===== src/core/dcb_consts.svh =====
`ifndef DCB_CONSTS_SVH
`define DCB_CONSTS_SVH

// pointer register fields (bit 0 of the printed layout is the msb)
`define DCB_PTR_PEND 15
`define DCB_PTR_MSB 14
// control block word indices
`define DCB_W_OP 3'h0
`define DCB_W_UNIT 3'h1
`define DCB_W_CYL 3'h2
`define DCB_W_HEAD 3'h3
`define DCB_W_SECT 3'h4
`define DCB_W_COUNT 3'h5
`define DCB_W_BUF 3'h6
`define DCB_W_STAT 3'h7
// opcode field and codes
`define DCB_OP_FIELD 14:12
`define DCB_OP_FORMAT 3'h6
`define DCB_OP_RDREG 3'h5
`define DCB_OP_WRITE 3'h2
`define DCB_UNIT_FIELD 3:0
`define DCB_COUNT_FIELD 7:0
`define DCB_BLOCK_WORDS 16'h0004
// termination status bit indices
`define DCB_ST_DONE 15
`define DCB_ST_SUM 14
`define DCB_ST_ALT 10
`define DCB_ST_SYNC 9
`define DCB_ST_FMT 8
`define DCB_ST_SEEK 7
`define DCB_ST_DCRC 6
`define DCB_ST_ACRC 5
`define DCB_ST_NOID 4
`define DCB_ST_WP 3
`define DCB_ST_FLT 2
`define DCB_ST_NRDY 0
// drive status pin indices
`define DCB_DS_READY 0
`define DCB_DS_FLT 2
`define DCB_DS_WP 3
`define DCB_DS_SEEK 7
// drive register device codes
`define DCB_DEV_UNIT 6'h28
`define DCB_DEV_BUS 6'h29
`define DCB_DEV_TAG 6'h2a
`define DCB_TAG_FIELD 3:0
`endif


===== src/core/dcb_pkg.sv =====
package dcb_pkg;
  // controller sequencing states
  typedef enum logic [2:0] {
    ST_IDLE, ST_FETCH, ST_CHECK, ST_START, ST_XFER, ST_ALT, ST_STAT, ST_DONE
  } dcb_state_e;
  // one memory word access
  typedef struct packed {
    logic we;
    logic [15:0] addr;
    logic [15:0] data;
  } dcb_mem_req_s;
  // operation handed to the disc channel
  typedef struct packed {
    logic [2:0] op;
    logic [3:0] unit;
    logic [15:0] cyl;
    logic [15:0] head;
    logic [15:0] sector;
    logic [7:0] count;
  } dcb_chan_job_s;
  // outcome reported by the disc channel
  typedef struct packed {
    logic done;
    logic alt;
    logic sync_err;
    logic overrun;
    logic hdr_crc;
    logic data_crc;
    logic id_miss;
    logic [15:0] next_cyl;
    logic [15:0] next_head;
  } dcb_chan_evt_s;
endpackage


===== src/core/dcb_engine.sv =====
`timescale 1ns/1ns
`include "dcb_consts.svh"
// disc control block engine: fetch block, move sectors, post status
module dcb_engine #(
  parameter int TRACK_SECTORS = 32,
  parameter int SECTOR_WORDS = 256,
  parameter int FIFO_DEPTH = 4
) (
  input wire logic clk_sys_i,
  input wire logic resetn_i,
  input wire logic ptr_wr_i,
  input wire logic [15:0] ptr_wdata_i,
  output logic [15:0] ptr_rdata_o,
  input wire logic drv_wr_i,
  input wire logic [5:0] drv_code_i,
  input wire logic [15:0] drv_wdata_i,
  output logic [15:0] drv_status_o,
  output logic [3:0] drv_unit_o,
  output logic [15:0] drv_bus_o,
  output logic [3:0] drv_tag_o,
  input wire logic [15:0] drv_pins_i,
  output dcb_pkg::dcb_mem_req_s mem_req_o,
  output logic mem_valid_o,
  input wire logic mem_ack_i,
  input wire logic [15:0] mem_rdata_i,
  output dcb_pkg::dcb_chan_job_s chan_job_o,
  output logic chan_start_o,
  input wire logic chan_evt_valid_i,
  input wire dcb_pkg::dcb_chan_evt_s chan_evt_i,
  input wire logic rd_valid_i,
  output logic rd_ready_o,
  input wire logic [15:0] rd_data_i,
  output logic wr_valid_o,
  input wire logic wr_ready_i,
  output logic [15:0] wr_data_o
);
  import dcb_pkg::*;

  // ----------------------------------------
  // state and storage
  // ----------------------------------------
  dcb_state_e state_ff, nxt_state;
  logic [15:0] ptr_ff; // pointer register, msb is pending
  logic [15:0] blk_ff [0:6]; // local copy of words 0..6
  logic [2:0] widx_ff; // word index for fetch and alternate write
  logic [15:0] stat_ff; // accumulated error bits
  logic [15:0] cnt_ff; // memory words moved
  logic [15:0] total_ff; // memory words to move
  logic done_ff, abort_ff, alt_ff; // channel outcome flags
  dcb_mem_req_s mreq_ff, nxt_mreq;
  logic mvld_ff; // one access outstanding at most
  logic [3:0] unit_ff, tag_ff;
  logic [15:0] bus_ff;
  logic [15:0] ds; // synchronised drive status

  // ----------------------------------------
  // drive side registers and status pins
  // ----------------------------------------
  dcb_sync #(.W(16)) u_sync (
    .clk_sys_i(clk_sys_i),
    .resetn_i(resetn_i),
    .d_i(drv_pins_i),
    .q_o(ds)
  );
  assign drv_status_o = ds;
  assign drv_unit_o = unit_ff;
  assign drv_bus_o = bus_ff;
  assign drv_tag_o = tag_ff;
  // unit, bus and tag registers written by the host sequence
  always_ff @(posedge clk_sys_i or negedge resetn_i) begin
    if (!resetn_i) begin
      unit_ff <= 4'h0;
      bus_ff <= 16'h0000;
      tag_ff <= 4'h0;
    end else if (drv_wr_i) begin
      if (drv_code_i == `DCB_DEV_UNIT) unit_ff <= drv_wdata_i[`DCB_UNIT_FIELD];
      if (drv_code_i == `DCB_DEV_BUS) bus_ff <= drv_wdata_i;
      if (drv_code_i == `DCB_DEV_TAG) tag_ff <= drv_wdata_i[`DCB_TAG_FIELD];
    end
  end

  // ----------------------------------------
  // decode of the control block copy
  // ----------------------------------------
  wire [2:0] op = blk_ff[`DCB_W_OP][`DCB_OP_FIELD];
  wire is_fmt = (op == `DCB_OP_FORMAT);
  wire is_rr = (op == `DCB_OP_RDREG);
  wire dir_wr = is_fmt || (op == `DCB_OP_WRITE); // memory to disc
  wire [7:0] req_cnt = blk_ff[`DCB_W_COUNT][`DCB_COUNT_FIELD];
  // other operations always move exactly one sector
  wire [7:0] nsec = (is_fmt || is_rr) ? req_cnt : 8'h01;
  wire [15:0] spw = is_fmt ? `DCB_BLOCK_WORDS : 16'(SECTOR_WORDS);
  wire [15:0] buf_base = blk_ff[`DCB_W_BUF];
  wire [15:0] blk_base = {1'b0, ptr_ff[`DCB_PTR_MSB:0]};
  wire ptr_zero_wr = ptr_wr_i && (ptr_wdata_i == 16'h0000);
  wire ptr_go_wr = ptr_wr_i && (ptr_wdata_i != 16'h0000) && !ptr_wdata_i[`DCB_PTR_PEND];

  // ----------------------------------------
  // pre-transfer checks against the drive
  // ----------------------------------------
  // drive bits are only trusted when the selected unit is the block's unit
  wire unit_ok = (unit_ff == blk_ff[`DCB_W_UNIT][`DCB_UNIT_FIELD]);
  wire nrdy = !unit_ok || !ds[`DCB_DS_READY] || ds[`DCB_DS_FLT];
  wire flt = unit_ok && ds[`DCB_DS_FLT];
  wire skerr = unit_ok && ds[`DCB_DS_SEEK];
  wire wperr = unit_ok && ds[`DCB_DS_WP] && dir_wr;
  wire overcnt = (is_fmt || is_rr) && (32'(req_cnt) > TRACK_SECTORS);
  logic [15:0] chk_err;
  always_comb begin
    chk_err = 16'h0000;
    chk_err[`DCB_ST_NRDY] = nrdy;
    chk_err[`DCB_ST_FLT] = flt;
    chk_err[`DCB_ST_SEEK] = skerr;
    chk_err[`DCB_ST_WP] = wperr;
    chk_err[`DCB_ST_FMT] = overcnt;
  end

  // ----------------------------------------
  // channel outcome bits
  // ----------------------------------------
  logic [15:0] evt_err;
  always_comb begin
    evt_err = 16'h0000;
    evt_err[`DCB_ST_ALT] = chan_evt_i.alt;
    evt_err[`DCB_ST_SYNC] = chan_evt_i.sync_err;
    evt_err[`DCB_ST_FMT] = chan_evt_i.overrun;
    evt_err[`DCB_ST_DCRC] = chan_evt_i.data_crc;
    evt_err[`DCB_ST_ACRC] = chan_evt_i.hdr_crc;
    evt_err[`DCB_ST_NOID] = chan_evt_i.id_miss;
  end
  wire evt_in = (state_ff == ST_XFER) && chan_evt_valid_i;
  // final status: complete always, summary on any error
  logic [15:0] stat_word;
  always_comb begin
    stat_word = stat_ff;
    stat_word[`DCB_ST_DONE] = 1'b1;
    stat_word[`DCB_ST_SUM] = (stat_ff != 16'h0000);
  end

  // ----------------------------------------
  // data fifo between memory and channel
  // ----------------------------------------
  logic f_in_vld, f_in_rdy, f_out_vld, f_out_rdy;
  logic [15:0] f_in_data, f_out_data;
  dcb_fifo #(.W(16), .D(FIFO_DEPTH)) u_fifo (
    .clk_sys_i(clk_sys_i),
    .resetn_i(resetn_i),
    .flush_i(state_ff != ST_XFER),
    .in_valid_i(f_in_vld),
    .in_ready_o(f_in_rdy),
    .in_data_i(f_in_data),
    .out_valid_o(f_out_vld),
    .out_ready_i(f_out_rdy),
    .out_data_o(f_out_data)
  );
  wire in_xfer = (state_ff == ST_XFER);
  wire mem_done = mvld_ff && mem_ack_i;
  // memory reads fill the fifo on writes, the channel fills it on reads
  assign f_in_vld = in_xfer && (dir_wr ? mem_done : rd_valid_i);
  assign f_in_data = dir_wr ? mem_rdata_i : rd_data_i;
  assign rd_ready_o = in_xfer && !dir_wr && f_in_rdy;
  assign wr_valid_o = in_xfer && dir_wr && f_out_vld;
  assign wr_data_o = f_out_data;

  // ----------------------------------------
  // memory access launch
  // ----------------------------------------
  wire go_fetch = (state_ff == ST_FETCH);
  // a read is only launched with fifo room, so its word always fits
  wire go_xw = in_xfer && dir_wr && (cnt_ff != total_ff) && f_in_rdy && !abort_ff;
  wire go_xr = in_xfer && !dir_wr && f_out_vld && !abort_ff;
  wire go_alt = (state_ff == ST_ALT);
  wire go_stat = (state_ff == ST_STAT);
  wire launch = !mvld_ff && (go_fetch || go_xw || go_xr || go_alt || go_stat);
  assign f_out_rdy = dir_wr ? (in_xfer && wr_ready_i) : (launch && go_xr);
  always_comb begin
    nxt_mreq = '0;
    if (go_fetch) begin
      nxt_mreq.addr = blk_base + {13'h0000, widx_ff};
    end else if (go_xw || go_xr) begin
      nxt_mreq.we = go_xr;
      nxt_mreq.addr = buf_base + cnt_ff;
      nxt_mreq.data = f_out_data;
    end else if (go_alt) begin
      nxt_mreq.we = 1'b1;
      nxt_mreq.addr = blk_base + {13'h0000, widx_ff};
      nxt_mreq.data = blk_ff[widx_ff];
    end else begin
      nxt_mreq.we = 1'b1;
      nxt_mreq.addr = blk_base + {13'h0000, `DCB_W_STAT};
      nxt_mreq.data = stat_word;
    end
  end
  assign mem_req_o = mreq_ff;
  assign mem_valid_o = mvld_ff;
  // request is held until acknowledged; a zero pointer write drops it
  always_ff @(posedge clk_sys_i or negedge resetn_i) begin
    if (!resetn_i) begin
      mreq_ff <= '0;
      mvld_ff <= 1'b0;
    end else if (ptr_zero_wr || mem_done) begin
      mvld_ff <= 1'b0;
    end else if (launch) begin
      mreq_ff <= nxt_mreq;
      mvld_ff <= 1'b1;
    end
  end

  // ----------------------------------------
  // sequencer
  // ----------------------------------------
  wire xfer_end = !mvld_ff && (abort_ff || (done_ff && (dir_wr || !f_out_vld)));
  always_comb begin
    nxt_state = state_ff;
    case (state_ff)
      ST_IDLE: if (ptr_go_wr) nxt_state = ST_FETCH;
      ST_FETCH: if (mem_done && widx_ff == `DCB_W_BUF) nxt_state = ST_CHECK;
      ST_CHECK: nxt_state = (chk_err != 16'h0000) ? ST_STAT : ST_START;
      ST_START: nxt_state = ST_XFER;
      ST_XFER: if (xfer_end) nxt_state = alt_ff ? ST_ALT : ST_STAT;
      ST_ALT: if (mem_done && widx_ff == `DCB_W_HEAD) nxt_state = ST_STAT;
      ST_STAT: if (mem_done) nxt_state = ST_DONE;
      ST_DONE: nxt_state = ST_DONE;
      default: nxt_state = ST_IDLE;
    endcase
    if (ptr_zero_wr) nxt_state = ST_IDLE;
  end
  always_ff @(posedge clk_sys_i or negedge resetn_i) begin
    if (!resetn_i) state_ff <= ST_IDLE;
    else state_ff <= nxt_state;
  end

  // ----------------------------------------
  // pointer register
  // ----------------------------------------
  // nonzero writes while busy are ignored; pending only after status lands
  always_ff @(posedge clk_sys_i or negedge resetn_i) begin
    if (!resetn_i) begin
      ptr_ff <= 16'h0000;
    end else if (ptr_zero_wr) begin
      ptr_ff <= 16'h0000;
    end else if (ptr_go_wr && state_ff == ST_IDLE) begin
      ptr_ff <= ptr_wdata_i;
    end else if (state_ff == ST_STAT && mem_done) begin
      ptr_ff[`DCB_PTR_PEND] <= 1'b1;
    end
  end
  assign ptr_rdata_o = ptr_ff;

  // ----------------------------------------
  // block copy, counters and outcome flags
  // ----------------------------------------
  always_ff @(posedge clk_sys_i or negedge resetn_i) begin
    if (!resetn_i) begin
      for (int i = 0; i < 7; i++) blk_ff[i] <= 16'h0000;
    end else if (state_ff == ST_FETCH && mem_done) begin
      blk_ff[widx_ff] <= mem_rdata_i;
    end else if (evt_in && chan_evt_i.alt) begin
      blk_ff[`DCB_W_CYL] <= chan_evt_i.next_cyl;
      blk_ff[`DCB_W_HEAD] <= chan_evt_i.next_head;
    end
  end
  always_ff @(posedge clk_sys_i or negedge resetn_i) begin
    if (!resetn_i) begin
      widx_ff <= 3'h0;
      cnt_ff <= 16'h0000;
      total_ff <= 16'h0000;
      stat_ff <= 16'h0000;
      {done_ff, abort_ff, alt_ff} <= 3'b000;
    end else begin
      if (state_ff == ST_IDLE) begin
        widx_ff <= 3'h0;
        stat_ff <= 16'h0000;
        {done_ff, abort_ff, alt_ff} <= 3'b000;
      end else if ((state_ff == ST_FETCH || state_ff == ST_ALT) && mem_done) begin
        widx_ff <= widx_ff + 3'h1;
      end
      if (state_ff == ST_CHECK) begin
        stat_ff <= chk_err;
        total_ff <= 16'(nsec * spw);
        cnt_ff <= 16'h0000;
        widx_ff <= `DCB_W_CYL;
      end
      if (in_xfer && mem_done) cnt_ff <= cnt_ff + 16'h0001;
      if (evt_in) begin
        stat_ff <= stat_ff | evt_err;
        done_ff <= done_ff | chan_evt_i.done;
        abort_ff <= abort_ff | (evt_err != 16'h0000);
        alt_ff <= alt_ff | chan_evt_i.alt;
      end
    end
  end

  // ----------------------------------------
  // channel command
  // ----------------------------------------
  assign chan_start_o = (state_ff == ST_START);
  always_comb begin
    chan_job_o.op = op;
    chan_job_o.unit = blk_ff[`DCB_W_UNIT][`DCB_UNIT_FIELD];
    chan_job_o.cyl = blk_ff[`DCB_W_CYL];
    chan_job_o.head = blk_ff[`DCB_W_HEAD];
    chan_job_o.sector = blk_ff[`DCB_W_SECT];
    chan_job_o.count = nsec;
  end

  // ----------------------------------------
  // checks
  // ----------------------------------------
  AST_PEND_AFTER_STAT: assert property (@(posedge clk_sys_i) disable iff (!resetn_i)
    $rose(ptr_ff[`DCB_PTR_PEND]) |-> $past(go_stat && mem_done && mreq_ff.we))
    else $error("pending set without a status write");
  AST_ZERO_IDLE: assert property (@(posedge clk_sys_i) disable iff (!resetn_i)
    ptr_zero_wr |=> (ptr_ff == 16'h0000) && (state_ff == ST_IDLE) && !mvld_ff)
    else $error("zero write did not idle the controller");
  AST_START: assert property (@(posedge clk_sys_i) disable iff (!resetn_i)
    ptr_go_wr && state_ff == ST_IDLE |=> state_ff == ST_FETCH ##1 mvld_ff)
    else $error("start write did not begin the fetch");
  AST_IDLE_READ: assert property (@(posedge clk_sys_i) disable iff (!resetn_i)
    (ptr_rdata_o == 16'h0000) == (state_ff == ST_IDLE))
    else $error("pointer zero does not match idle");
  AST_DONE_BIT: assert property (@(posedge clk_sys_i) disable iff (!resetn_i)
    mvld_ff && go_stat |-> mreq_ff.data[`DCB_ST_DONE]
      && (mreq_ff.addr == blk_base + {13'h0000, `DCB_W_STAT}))
    else $error("status write lacks complete bit");
  AST_SUMMARY: assert property (@(posedge clk_sys_i) disable iff (!resetn_i)
    mvld_ff && go_stat |-> mreq_ff.data[`DCB_ST_SUM] == (mreq_ff.data[`DCB_ST_SUM-1:0] != '0))
    else $error("summary bit disagrees with error bits");
  AST_ONE_SECTOR: assert property (@(posedge clk_sys_i) disable iff (!resetn_i)
    state_ff == ST_START && !is_fmt && !is_rr |-> total_ff == 16'(SECTOR_WORDS))
    else $error("count used for an op that ignores it");
  AST_BUF_ADDR: assert property (@(posedge clk_sys_i) disable iff (!resetn_i)
    mvld_ff && in_xfer |-> mreq_ff.addr == blk_ff[`DCB_W_BUF] + cnt_ff)
    else $error("buffer address off");
  AST_TRACK_LIMIT: assert property (@(posedge clk_sys_i) disable iff (!resetn_i)
    state_ff == ST_CHECK && overcnt |=> state_ff == ST_STAT && stat_ff[`DCB_ST_FMT])
    else $error("oversized count not refused");
  AST_WPROT: assert property (@(posedge clk_sys_i) disable iff (!resetn_i)
    state_ff == ST_CHECK && wperr |=> !chan_start_o && stat_ff[`DCB_ST_WP])
    else $error("protected drive not refused");
  AST_ALT_COPY: assert property (@(posedge clk_sys_i) disable iff (!resetn_i)
    evt_in && chan_evt_i.alt |=> blk_ff[`DCB_W_CYL] == $past(chan_evt_i.next_cyl)
      && alt_ff && abort_ff)
    else $error("alternate track not captured");
endmodule


===== src/core/dcb_fifo.sv =====
`timescale 1ns/1ns
// small word fifo between memory and disc channel
module dcb_fifo #(
  parameter int W = 16,
  parameter int D = 4
) (
  input wire logic clk_sys_i,
  input wire logic resetn_i,
  input wire logic flush_i,
  input wire logic in_valid_i,
  output logic in_ready_o,
  input wire logic [W-1:0] in_data_i,
  output logic out_valid_o,
  input wire logic out_ready_i,
  output logic [W-1:0] out_data_o
);
  localparam int AW = $clog2(D);
  logic [W-1:0] mem_ff [0:D-1]; // storage
  logic [AW-1:0] wp_ff, rp_ff;
  logic [AW:0] cnt_ff; // fill level, honest full and empty
  wire push = in_valid_i && in_ready_o;
  wire pop = out_valid_o && out_ready_i;
  assign in_ready_o = (cnt_ff != (AW+1)'(D));
  assign out_valid_o = (cnt_ff != '0);
  assign out_data_o = mem_ff[rp_ff];
  // pointers wrap at the depth, which need not be a power of two
  always_ff @(posedge clk_sys_i or negedge resetn_i) begin
    if (!resetn_i) begin
      wp_ff <= '0;
      rp_ff <= '0;
      cnt_ff <= '0;
    end else if (flush_i) begin
      wp_ff <= '0;
      rp_ff <= '0;
      cnt_ff <= '0;
    end else begin
      if (push) wp_ff <= (wp_ff == AW'(D-1)) ? '0 : wp_ff + 1'b1;
      if (pop) rp_ff <= (rp_ff == AW'(D-1)) ? '0 : rp_ff + 1'b1;
      cnt_ff <= cnt_ff + (AW+1)'(push) - (AW+1)'(pop);
    end
  end
  // data words only, no reset needed
  always_ff @(posedge clk_sys_i) begin
    if (push) mem_ff[wp_ff] <= in_data_i;
  end
endmodule


===== src/core/dcb_sync.sv =====
`timescale 1ns/1ns
// two-stage synchroniser for pin inputs
module dcb_sync #(
  parameter int W = 16
) (
  input wire logic clk_sys_i,
  input wire logic resetn_i,
  input wire logic [W-1:0] d_i,
  output logic [W-1:0] q_o
);
  logic [W-1:0] meta_ff; // first stage, read only by q_o
  always_ff @(posedge clk_sys_i or negedge resetn_i) begin
    if (!resetn_i) begin
      meta_ff <= '0;
      q_o <= '0;
    end else begin
      meta_ff <= d_i;
      q_o <= meta_ff;
    end
  end
endmodule


===== config.mk =====
export PLATFORM = sky130hd
export DESIGN_NAME = dcb_engine
export DESIGN_NICKNAME = d
export VERILOG_FILES = /design/src/core/dcb_pkg.sv /design/src/core/dcb_engine.sv /design/src/core/dcb_fifo.sv /design/src/core/dcb_sync.sv
export VERILOG_INCLUDE_DIRS = /design/src /design/src/core
export SDC_FILE = /design/constraint.sdc
export NUM_CORES = 1
export LEC_CHECK = 0
export BUFFER_PORTS_ARGS = -buffer_cell sky130_fd_sc_hd__buf_2
export CAP_MARGIN = 10
export CORE_MARGIN = 3
export CORE_UTILIZATION = 30
export CTS_BUF_LIST = sky130_fd_sc_hd__clkbuf_4
export DETAILED_ROUTE_END_ITERATION = 10
export PLACE_DENSITY = 0.44
export SLEW_MARGIN = 10
export SYNTH_ARGS = -nofsm -noshare
export SYNTH_HDL_FRONTEND = slang
export SYNTH_SLANG_ARGS = --single-unit

===== constraint.sdc =====
create_clock -name clk_sys_i -period 4.8 [get_ports clk_sys_i]
set_input_delay 0.96 -clock clk_sys_i [delete_from_list [all_inputs] [get_ports clk_sys_i]]
set_output_delay 0.96 -clock clk_sys_i [all_outputs]
set_load 0.02 [all_outputs]

==> metrics.csv <==
metric,value,unit
number_of_nets_produced_by_synthesis,1715,
clock_path_buffers,3,
gr-total-overflow,0,
ys_top_cells_by_count,"sky130_fd_sc_hd__dfrtp_1, sky130_fd_sc_hd__nand2_1, sky130_fd_sc_hd__mux2_2, sky130_fd_sc_hd__nor2_1, sky130_fd_sc_hd__o21ai_0",
setup_skew,0.09973,ns
wire_per_inst,23.32,microns
drv_cap,0,
rsz0062_at_grt,no,
cp-start-kind,flop,
final_layout_size_suffix_gt1_share,33.52,%
clkSinkCount,338,
gp_congestion,0.8483,
hp-class,in -> async,
finalSetupViolations,0,
grt_use_total,21.01,%
floorplan.initialDensity,30.70,%
crit_type,reg -> out,
cts.clk_slew.worst_paths,0.06,ns
post-route-min-period,3.902,ns
netlist_area,0.01675,sq mm
place.detailed.hpwl,45.91,mm
ant_nets,0,
crit_arrival,2.94,ns
area_growth_syn_to_layout,19.52,%
wirelength,62.09,mm
initial_antenna_violation_count,4,
cts_resized,0,
max_slew.worst_pin.slew,1.136,ns
postSynthCellCount,1545,
rr_endpoint,mem_req_o[17],
reg2reg_slack,1.36,ns
cts_buffers,98,
post-synth-top-count-cell,sky130_fd_sc_hd__dfrtp_1,
cp.required,3.84,ns
drc,0,
critical_register_to_register_path_startpoint,chan_job_o[60],
status,"complete, no violations",
grt_first_pass_wirelength,92.54,mm
cts_post_setup_buffers_inserted,0,
synth_top_cells_by_area,"sky130_fd_sc_hd__dfrtp_1, sky130_fd_sc_hd__edfxtp_1, sky130_fd_sc_hd__mux2_2",
yosys.cell_types.count,68,
crit_path_max_fanout,14,
synth_edf_count,64,
die_x,242.3,microns
via_per_inst,5.049,
synth.yosys.warnings,0,
timing.final.hold_violations,0,
avgSynthCellArea,10.84,sq um
vertical_die_dimension,242.3,microns
clock_latency_on_the_worst_skew_pair,0.86,ns
tritoncts,built,
seq_area_frac_synth,52.41,%
yosys.area.top_type_share,40.94,%
layout.nets,2016,
p_leak,0.009485,uW
total_number_of_vias,13440,
via_count_of_the_first_global_routing_pass,14070,
powerDensity,368.6,mW/mm^2
port_buffers,304,
setup-tns-final,0,ns
drt_first_pass_iters,6,
layout_worst_path_cycle_share,81.29,%
detail_route.iter0.violations,740,
design_power_total,7379,uW
core_region_area,0.05456,sq mm
io_pins,305,
finalMaxSlewViolations,0,
slew_headroom,23.66,%
postSynth.topFlopCell,sky130_fd_sc_hd__dfrtp_1,
die-area,0.05870,sq mm
core.rowCount,85,
cts_root_buffer,sky130_fd_sc_hd__clkbuf_4,
worst_r2r_path_depth,6,
cts.htree.levels,3,
ys_seq_elements,338,
cts_hold_buf,0,
power.ir.vdd_worst,0.2016,mV
fmax,256.3,MHz
ffs_w_async_s_r_synth,81.07,%
synth_largest_area_cell,sky130_fd_sc_hd__dfrtp_1,
maximum_number_of_pins_on_one_net_before_global_route_repair,97,
worstSetupEndpointType,primary output,
sequential cells by signal (all words and copies together), names as in the netlist, 2 cells and up:
| name | flops |
|---|---|
| cnt_ff | 16 |
| total_ff | 14 |
| state_ff | 3 |
| u_fifo.rp_ff | 2 |
| u_sync.meta_ff | 16 |
| u_fifo.cnt_ff | 3 |
| ptr_rdata_o | 16 |
| drv_bus_o | 16 |
| u_fifo.wp_ff | 2 |
| drv_unit_o | 4 |
| blk_ff | 41 |
| drv_tag_o | 4 |
| buf_base | 16 |
| widx_ff | 3 |
| u_fifo.mem_ff | 64 |
| stat_ff | 10 |
| mem_req_o | 33 |
| u_sync.q_o | 16 |
| chan_job_o | 55 |
cell families after synthesis:
family / synth area share [%]
flops: 52.41
simple gates: 12.89
mux: 11.40
fa+ha+maj: 2.898
compound gates: 12.60
xor+xnor: 2.771
other cells: 0.02239
buf+inv: 5.012
layout make-up:
cell class | count | area, sq um
clock inverter | 25 | 148.9
inverter | 22 | 82.58
fill | 5540 | 34540
multi-input combinational | 1048 | 7168
tap | 739 | 924.6
timing repair buffer | 338 | 1799
sequential | 338 | 8780
clock buffer | 147 | 1104
antenna | 5 | 12.51
worst max path at each step:
| stage | startpoint | slack, ns | cells past startpoint | to |
|---|---|---|---|---|
| after global routing | u_fifo.rp_ff[0] | 0.60 | 3 | wr_data_o[5] |
| after CTS | u_fifo.rp_ff[0] | 0.75 | 3 | wr_data_o[5] |
| after global placement | chan_job_o[60] | 1.35 | 6 | mem_req_o[17] |
| after detailed placement | chan_job_o[60] | 1.34 | 6 | mem_req_o[17] |
| after floorplan | state_ff[1] | 1.70 | 13 | u_fifo.cnt_ff[2] |
| final | u_fifo.rp_ff[0] | 0.90 | 3 | wr_data_o[5] |
stage by stage:
step           setup WS (ns)  instance area, sq um  cells  util, %  hold WS (ns)
6_report              0.8981                 20020   2662    36.69        0.1605
5_1_grt               0.6024                 20020   2662    36.69        0.1036
4_1_cts               0.7459                 20010   2657    36.67        0.1042
3_5_place_dp           1.341                 18750   2485    34.37        0.3355
3_3_place_gp           1.350                 18750   2485    34.37        0.3311
2_1_floorplan          1.697                 16750   1545        -        0.3312
worst max-delay path, cell delays in order (launching register included):
cell and delay [ns]:
sky130_fd_sc_hd__dfrtp_1 1.01, sky130_fd_sc_hd__buf_4 0.31, sky130_fd_sc_hd__mux4_2 0.57, sky130_fd_sc_hd__buf_2 0.19
layer usage:
metal / global-route usage [%] / part of all wire (%)
met5: 0 / 0.011
met4: 7.143 / 2.8
met3: 4.903 / 5.3
met2: 35.57 / 49
met1: 26.39 / 43
power breakdown:
part,total [uW],internal (uW),switching (uW)
registers,3380,3150,223
logic,1270,441,827
clock network,2730,1450,1290
total,7380,5040,2340
cells in the final DEF (no fill, tap or decap), types with 20 or more instances in the layout:
master,Yosys,routed
sky130_fd_sc_hd__mux4_2,20,20
sky130_fd_sc_hd__nand2_1,243,243
sky130_fd_sc_hd__nand3_1,38,38
sky130_fd_sc_hd__inv_1,21,21
sky130_fd_sc_hd__xnor2_1,34,34
sky130_fd_sc_hd__clkbuf_4,0,147
sky130_fd_sc_hd__dfrtp_1,274,273
sky130_fd_sc_hd__a21oi_1,64,64
sky130_fd_sc_hd__a22oi_1,38,38
sky130_fd_sc_hd__mux2_2,114,114
sky130_fd_sc_hd__buf_2,8,303
sky130_fd_sc_hd__nor2_1,90,90
sky130_fd_sc_hd__buf_4,56,33
sky130_fd_sc_hd__edfxtp_1,64,64
sky130_fd_sc_hd__o21ai_0,81,80
sky130_fd_sc_hd__ha_1,34,34
Power figures use the tool's default switching activity.
